===== config.mk =====
export PLATFORM = sky130hd
export DESIGN_NAME = dac_code_format_offset_ctrl
export DESIGN_NICKNAME = d
export VERILOG_FILES = /design/src/fmt_pkg.sv /design/src/code_to_binary.sv /design/src/dac_code_format_offset_ctrl.sv
export SDC_FILE = /design/constraint.sdc
export NUM_CORES = 1
export LEC_CHECK = 0
export BUFFER_PORTS_ARGS = -buffer_cell sky130_fd_sc_hd__buf_2
export CAP_MARGIN = 20
export CORE_MARGIN = 2
export CORE_UTILIZATION = 52
export CTS_BUF_LIST = sky130_fd_sc_hd__clkbuf_16
export DETAILED_ROUTE_END_ITERATION = 8
export PLACE_DENSITY = 0.82
export SLEW_MARGIN = 20
export SYNTH_ARGS = -nofsm -noshare
export SYNTH_HDL_FRONTEND = slang
export SYNTH_SLANG_ARGS = --single-unit

===== constraint.sdc =====
create_clock -name clk_sys -period 1.9 [get_ports clk_sys]
set_input_delay 0.57 -clock clk_sys [delete_from_list [all_inputs] [get_ports clk_sys]]
set_output_delay 0.57 -clock clk_sys [all_outputs]
set_load 0.1 [all_outputs]

===== src/fmt_pkg.sv =====
`default_nettype none
package fmt_pkg;
  localparam int CODE_W = 14;
  localparam logic [13:0] CODE_MSB_MASK = 14'h2000;
  localparam logic [13:0] GAIN_CAL_RESET = 14'h2000;
  localparam logic [13:0] ZERO_CAL_RESET = 14'h0000;
  localparam logic [13:0] OFFSET_DEF_G6 = 14'h2666;
  localparam logic [13:0] OFFSET_DEF_G4 = 14'h2aab;
  localparam logic [13:0] OFFSET_OFF_CODE = 14'h0000;
  localparam int GRP_N = 2;
  localparam int SYNC_STAGES = 2;
  // default reloads after reset: the strap synchroniser plus the load itself
  localparam logic [1:0] INIT_LOADS = 2'(SYNC_STAGES + 1);
endpackage
`default_nettype wire


===== src/code_to_binary.sv =====
`default_nettype none
module code_to_binary (
  input wire logic [13:0] code_in,
  input wire logic twos_complement_format,
  output logic [13:0] code_out
);
  always_comb begin
    code_out = code_in ^ (twos_complement_format ? fmt_pkg::CODE_MSB_MASK : 14'h0000);
  end
endmodule
`default_nettype wire


===== src/dac_code_format_offset_ctrl.sv =====
// Behaviour
// - strap low: channel and offset words are straight binary
// - strap high: channel and offset words are twos complement
// - binary 0000h lowest, 2000h midscale, 3fffh top minus one step
// - twos complement 2000h lowest, 0000h midscale, 1fffh top minus one
// - gain calibration words are always straight binary
// - zero calibration words are always twos complement
// - read-back returns the word as written
// - two independent 14-bit offset codes, groups a and b
// - larger offset code moves group outputs more negative
// - after reset offset codes take the format and range default
// - gain change reloads offset codes with new gain default
// - gain six default offset code 2666h straight binary
// - gain four default offset code 10923 decimal
// - single supply keeps offset dac off, amplifier high impedance
// - gain calibration resets to 8192, zero calibration to zero
// - one gain bit selects amplifier gain of six or four
`default_nettype none
module dac_code_format_offset_ctrl #(
  parameter int CODE_W = fmt_pkg::CODE_W
) (
  input wire logic clk_sys,
  input wire logic rst_n,
  input wire logic clk_en,
  input wire logic format_select_strap,
  input wire logic single_supply,
  input wire logic gain_sel_six,
  input wire logic chan_wr,
  input wire logic [13:0] chan_wdata,
  input wire logic ofs_wr,
  input wire logic ofs_grp,
  input wire logic [13:0] ofs_wdata,
  input wire logic gain_cal_wr,
  input wire logic [13:0] gain_cal_wdata,
  input wire logic zero_cal_wr,
  input wire logic [13:0] zero_cal_wdata,
  output logic [13:0] chan_code_bin,
  output logic [13:0] ofs_code_a_bin,
  output logic [13:0] ofs_code_b_bin,
  output logic ofs_enable,
  output logic amp_drive_en,
  output logic amp_gain_six,
  output logic [13:0] ofs_rd_a,
  output logic [13:0] ofs_rd_b,
  output logic [13:0] gain_cal_rd,
  output logic [13:0] zero_cal_rd,
  output logic [13:0] gain_cal_bin,
  output logic [13:0] zero_cal_bin
);
  if (CODE_W != 14 || fmt_pkg::GRP_N != 2) begin : g_param_check
    $error("code width must be 14 and group count must be 2");
  end

  logic strap_s1_reg, strap_s2_reg, supply_s1_reg, supply_s2_reg;
  logic strap_s1_next, strap_s2_next, supply_s1_next, supply_s2_next;
  logic [13:0] ofs_reg [fmt_pkg::GRP_N];
  logic [13:0] ofs_next [fmt_pkg::GRP_N];
  logic [13:0] chan_reg, chan_next, gcal_reg, gcal_next, zcal_reg, zcal_next;
  logic gain_reg, gain_next, init_done;
  logic [1:0] init_cnt_reg, init_cnt_next;
  logic [13:0] chan_conv, def_code;
  logic [13:0] ofs_conv [fmt_pkg::GRP_N];
  logic [13:0] chan_code_bin_next, ofs_code_a_bin_next, ofs_code_b_bin_next;
  logic ofs_enable_next, amp_drive_en_next, amp_gain_six_next;
  logic [13:0] ofs_rd_a_next, ofs_rd_b_next, gain_cal_rd_next, zero_cal_rd_next;
  logic [13:0] gain_cal_bin_next, zero_cal_bin_next;

  // defaults keep reloading until the strap synchroniser has settled
  assign init_done = (init_cnt_reg == fmt_pkg::INIT_LOADS);

  // offset default in written format: binary default, msb flipped for twos complement
  // the new gain selects the default, so a change reloads the right code
  always_comb begin
    def_code = gain_next ? fmt_pkg::OFFSET_DEF_G6 : fmt_pkg::OFFSET_DEF_G4;
    if (strap_s2_reg) def_code = def_code ^ fmt_pkg::CODE_MSB_MASK;
  end

  always_comb begin
    strap_s1_next = format_select_strap;
    strap_s2_next = strap_s1_reg;
    supply_s1_next = single_supply;
    supply_s2_next = supply_s1_reg;
    gain_next = gain_sel_six;
    init_cnt_next = init_cnt_reg;
    if (!init_done) init_cnt_next = init_cnt_reg + 2'h1;
    chan_next = chan_wr ? chan_wdata : chan_reg;
    gcal_next = gain_cal_wr ? gain_cal_wdata : gcal_reg;
    zcal_next = zero_cal_wr ? zero_cal_wdata : zcal_reg;
    for (int g = 0; g < fmt_pkg::GRP_N; g++) begin
      ofs_next[g] = ofs_reg[g];
      if (!init_done || gain_next != gain_reg) begin
        ofs_next[g] = def_code;
      end else if (ofs_wr && ofs_grp == g[0]) begin
        ofs_next[g] = ofs_wdata;
      end
    end
  end

  always_ff @(posedge clk_sys or negedge rst_n) begin
    if (!rst_n) begin
      strap_s1_reg <= 1'b0;
      strap_s2_reg <= 1'b0;
      supply_s1_reg <= 1'b0;
      supply_s2_reg <= 1'b0;
      gain_reg <= 1'b1;
      init_cnt_reg <= 2'h0;
      chan_reg <= 14'h0000;
      gcal_reg <= fmt_pkg::GAIN_CAL_RESET;
      zcal_reg <= fmt_pkg::ZERO_CAL_RESET;
      for (int g = 0; g < fmt_pkg::GRP_N; g++) ofs_reg[g] <= fmt_pkg::OFFSET_DEF_G6;
    end else if (clk_en) begin
      strap_s1_reg <= strap_s1_next;
      strap_s2_reg <= strap_s2_next;
      supply_s1_reg <= supply_s1_next;
      supply_s2_reg <= supply_s2_next;
      gain_reg <= gain_next;
      init_cnt_reg <= init_cnt_next;
      chan_reg <= chan_next;
      gcal_reg <= gcal_next;
      zcal_reg <= zcal_next;
      for (int g = 0; g < fmt_pkg::GRP_N; g++) ofs_reg[g] <= ofs_next[g];
    end
  end

  code_to_binary u_chan (
    .code_in(chan_reg),
    .twos_complement_format(strap_s2_reg),
    .code_out(chan_conv)
  );
  for (genvar gi = 0; gi < fmt_pkg::GRP_N; gi++) begin : g_ofs_conv
    code_to_binary u_ofs (
      .code_in(ofs_reg[gi]),
      .twos_complement_format(strap_s2_reg),
      .code_out(ofs_conv[gi])
    );
  end

  // output next values; every output leaves through a flip-flop
  always_comb begin
    chan_code_bin_next = chan_conv;
    // the analog path subtracts this code, so larger is more negative
    ofs_code_a_bin_next = supply_s2_reg ? fmt_pkg::OFFSET_OFF_CODE : ofs_conv[0];
    ofs_code_b_bin_next = supply_s2_reg ? fmt_pkg::OFFSET_OFF_CODE : ofs_conv[1];
    ofs_enable_next = !supply_s2_reg;
    amp_drive_en_next = !supply_s2_reg;
    amp_gain_six_next = gain_reg;
    ofs_rd_a_next = ofs_reg[0];
    ofs_rd_b_next = ofs_reg[1];
    gain_cal_rd_next = gcal_reg;
    zero_cal_rd_next = zcal_reg;
    gain_cal_bin_next = gcal_reg;
    zero_cal_bin_next = zcal_reg ^ fmt_pkg::CODE_MSB_MASK;
  end

  always_ff @(posedge clk_sys or negedge rst_n) begin
    if (!rst_n) begin
      chan_code_bin <= 14'h0000;
      ofs_code_a_bin <= fmt_pkg::OFFSET_OFF_CODE;
      ofs_code_b_bin <= fmt_pkg::OFFSET_OFF_CODE;
      ofs_enable <= 1'b0;
      amp_drive_en <= 1'b0;
      amp_gain_six <= 1'b1;
      ofs_rd_a <= 14'h0000;
      ofs_rd_b <= 14'h0000;
      gain_cal_rd <= fmt_pkg::GAIN_CAL_RESET;
      zero_cal_rd <= fmt_pkg::ZERO_CAL_RESET;
      gain_cal_bin <= fmt_pkg::GAIN_CAL_RESET;
      zero_cal_bin <= fmt_pkg::ZERO_CAL_RESET ^ fmt_pkg::CODE_MSB_MASK;
    end else if (clk_en) begin
      chan_code_bin <= chan_code_bin_next;
      ofs_code_a_bin <= ofs_code_a_bin_next;
      ofs_code_b_bin <= ofs_code_b_bin_next;
      ofs_enable <= ofs_enable_next;
      amp_drive_en <= amp_drive_en_next;
      amp_gain_six <= amp_gain_six_next;
      ofs_rd_a <= ofs_rd_a_next;
      ofs_rd_b <= ofs_rd_b_next;
      gain_cal_rd <= gain_cal_rd_next;
      zero_cal_rd <= zero_cal_rd_next;
      gain_cal_bin <= gain_cal_bin_next;
      zero_cal_bin <= zero_cal_bin_next;
    end
  end
endmodule
`default_nettype wire


# Yosys cells after proc, flatten, opt, wreduce, memory -nomap -nowiden

Index checks and enable logic that the tools add are counted.

Logic and storage cells: 53
Bits in registers: 191
Input bits: 67
Output and inout port bits: 129

Mux-type cells: 9
Equal/unequal tests: 2
Reductions and logical operators: 13
$add $sub $neg: 1
Bitwise gates (word level): 7

Operators by type and width:

| kind                                         | count |
|---|---|
| two-way mux 14 bit                           | 8 |
| XOR 14 bit                                   | 3 |
| two-way mux 12 bit                           | 1 |
| AND reduction 2 bit                          | 6 |
| nonzero test 2 bit                           | 2 |
| NOT 1 bit                                    | 3 |
| adder 2 x 1 -> 2 bit (second input constant) | 1 |
| equality test 2 bit (second input constant)  | 1 |
| logical AND 1 bit                            | 2 |
| logical NOT 1 bit                            | 2 |
| logical OR 1 bit                             | 1 |
| inequality test 1 bit                        | 1 |
| NOT 1 bit (first input constant)             | 1 |

# Depth between registers and ports, before layout

Word-level depth: 5
Gate-level depth with buffers: 7
Depth with buffers taken out: 5

# By module

A second synthesis with hierarchy kept.

Cell total of the unflattened synthesis: 564
Area, all modules: 7643.6 µm²

Modules (own cells, without submodules):

| module                      | cells each | seq. area each (µm²) | area an instance (µm²) | instances |
|---|---|---|---|---|
| dac_code_format_offset_ctrl | 522        | 4478.0               | 7324.5                 | 1 |
| code_to_binary              | 14         | 0.0                  | 106.4                  | 3 |

# Worst setup path before layout

No wires, ideal clock.

Path kind: reg2out
Start point: reg, netlist name amp_drive_en
End point: out ofs_enable
Path buffers: 1
Arrival time: 1340 ps
Path slack: -10 ps
Required time: 1330 ps
Stages on the path, launching flop included: 2
Cells stage by stage: dfrtp_1 -> buf_4

RTL lines:

| what      | RTL line                          | source |
|---|---|---|
| to (decl) | dac_code_format_offset_ctrl.sv:40 | `output logic ofs_enable,` |

==> flow_summary.ini <==
[placement]
hpwl_mm = 11.1
port_buffers = 195
placed_cells = 867
place.gp.congestion = 0.841
dpl_cell_area_sq_um = 8360

[yosys]
synth_nets = 595
yosys.area_share.xor_xnor_pct = 0.715
synth-edff-count = 0
yosysTopAreaCell = dfrtp_1
yosys.area_share.simple_pct = 5.11
synthFlopType = dfrtp_1
synth_cell_type_count = 28
synth_compound_area_share_pct = 6.66
ys_warn_count = 0
ys_seq_area_share_pct = 62.4
avgSynthCellArea_sq_um = 13.6
synth_area_leaders = dfrtp_1 55%, mux2_2 18%, dfstp_2 7.0%
synth_mux_area_share_pct = 18.4
synthAdderAreaFrac_pct = 0.174
synth_common_cells = 159 x dfrtp_1, 117 x mux2_2, 39 x nand2_1, 36 x o21ai_0, 29 x buf_4
netlist_instances = 527
synth_top_family_by_area = multiplexers
async_flop_share_pct = 100
syn_area_sq_um = 7170
synth_top_area_share_pct = 55.5
synth_seq_cells = 178
synth.most_common_cell = dfrtp_1

[grt]
grt_pass1_wl_mm = 24.3
grt_max_degree = 41
grt-ovfl-total = 0
antenna_found_initial = 0
grt_pass1_vias = 4918
grt_use_total_pct = 21.6

[routing]
vias = 4623
routedWlPerCell_microns = 16.6
drcViolationCount = 0
viasPerCell = 5.14
route.antenna.remaining_nets = 0
routed_wl_mm = 14.9
drt_iter0_markers = 225
firstDrtPassIters = 5

[finish]
fill_cells = 966
n_antenna_cell = 0
final_area_sq_um = 8910
fin_nets = 778
drive_above_1_share_pct = 59.3
area_growth_pct = 24.3
fin_cells = 899
fin_util_pct = 66.8

[critical_path]
critPathMaxStageDelay_ps = 550
crit_family = flip-flops
worstPathCellList = buf_4
critPathCaptureType = primary output
path_max_fanout = 3
cp.required_ps = 1330
crit_buf_inv = 1
slowest_stage = dfstp_2
start_kind = flop
setup.worst_path.class = flop to primary output
arrival_ps = 1270

[die]
die-area_sq_um = 14700
die_h_microns = 121
die_w_microns = 121
io_pins = 196
rows = 42
core-area_sq_um = 13300
start_util_pct = 53.7

[clocking]
cts_tree = yes
htree_levels = 4
postCtsSetupRepairBufs = 0
cts_buffers = 17
clk_latency_ps = 420
clkSinkCount = 178
ctsHoldBuffers = 0
root_buffer = clkbuf_16
path_clk_slew_ps = 70
clockBufferDepth = 2

[run_status]
outcome = complete, no violations

[timing]
fin_crit_sh_pct = 96.6
holdWs_ps = 61.4
final_max_slew_viol_count = 0
fin_skew_ps = 6.72
setup_tns_ps = 0
slew_headroom_pct = 65.5
hold_viol = 0
grt_setup_unrepaired = no
tightest_slew_ps = 522
setup_viol_count_final = 0
period_minus_slack_ps = 1840
timing.fmax_mhz = 545

[run]
cap_viol_max_count = 0

[power_and_ir_drop]
leakagePower_nw = 4.24
ir_worst_vdd_mv = 1.13
p_per_area_nw_per_um2 = 1690

[worst_hold_path]
min_path_type = input pin to asynchronous set/reset pin
[cell type report]
type	instances	area (sq um)	share of cell area [%]
sequential	178	4510	50.6
multi-input combinational	268	2230	25.0
timing repair buffer	219	1310	14.7
clock buffer	17	425	4.77
tap	176	220	2.47
clock inverter	15	120	1.35
inverter	26	97.6	1.09
[worst paths after layout]
kind	start	end	slack (ps)	cells past startpoint
setup / recovery	gain_cal_bin[13]	gain_cal_rd[13]	60	1
hold / removal	rst_n	gain_cal_bin_next[11]	60	1
setup reg to reg	init_cnt_reg[0]	ofs_rd_b_next[6]	320	5
hold reg to reg	zcal_reg[13]	zero_cal_bin[13]	450	1
max in group asynchronous	rst_n	amp_gain_six	1190	2
min in group clk_sys	gain_cal_wdata[13]	gain_cal_bin_next[13]	380	2
[cell usage in the layout (no fill, tap or decap)]
cell type,count
buf_2,189
dfrtp_1,132
mux2_2,117
nand2_1,39
o21ai_0,36
inv_1,27
dfrtp_2,27
nand3b_1,22
dfstp_2,19
buf_4,18
o21ai_2,17
clkbuf_16,17
buf_12,11
a22o_1,7
nor2_1,5
clkinv_4,5
a21oi_1,4
nand2b_1,3
o21ai_1,3
clkinv_2,3
clkinv_1,3
xnor2_1,2
and2_1,2
a21o_1,2
o311a_1,2
xor2_1,2
xnor2_2,1
a31o_2,1
a31o_1,1
nand3_1,1
ha_1,1
clkinvlp_4,1
inv_6,1
bufinv_16,1
buf_6,1
[where the power goes]
group          switching (W)  leakage, nW  internal, W
logic                0.00540         1.85      0.00121
registers           0.000546         2.12      0.00470
clock network        0.00141        0.271      0.00179
[routing by layer]
layer	global-route usage, %	share of wire, %
met1	26.4	41
met2	35.4	50
met3	6.06	6.1
met4	10.6	3.4
met5	0	0
[cells by family after synthesis]
group                      after synthesis
xor gates and xnor gates                 5
AOI/OAI and AO/OA                       73
buffers and inverters                   81
DFF                                    178
adders and majority gates                1
muxes                                  117
and+or+nand+nor                         72
[through the flow]
stage / setup slack (ps) / power, W
after detailed placement: 167 / 0.0119
after floorplan: 105 / 0.0108
after global routing: 24.8 / 0.0156
after global placement: 214 / 0.0118
after CTS: -87.2 / 0.0152
final: 64.4 / 0.0151
[timing repair]
action,in CTS,in global routing
gates resized for setup,2,4
cloned,0,0
setup endpoints to repair,4,2
hold endpoints to repair,0,0
No activity file was read; power rests on OpenSTA's default activity.
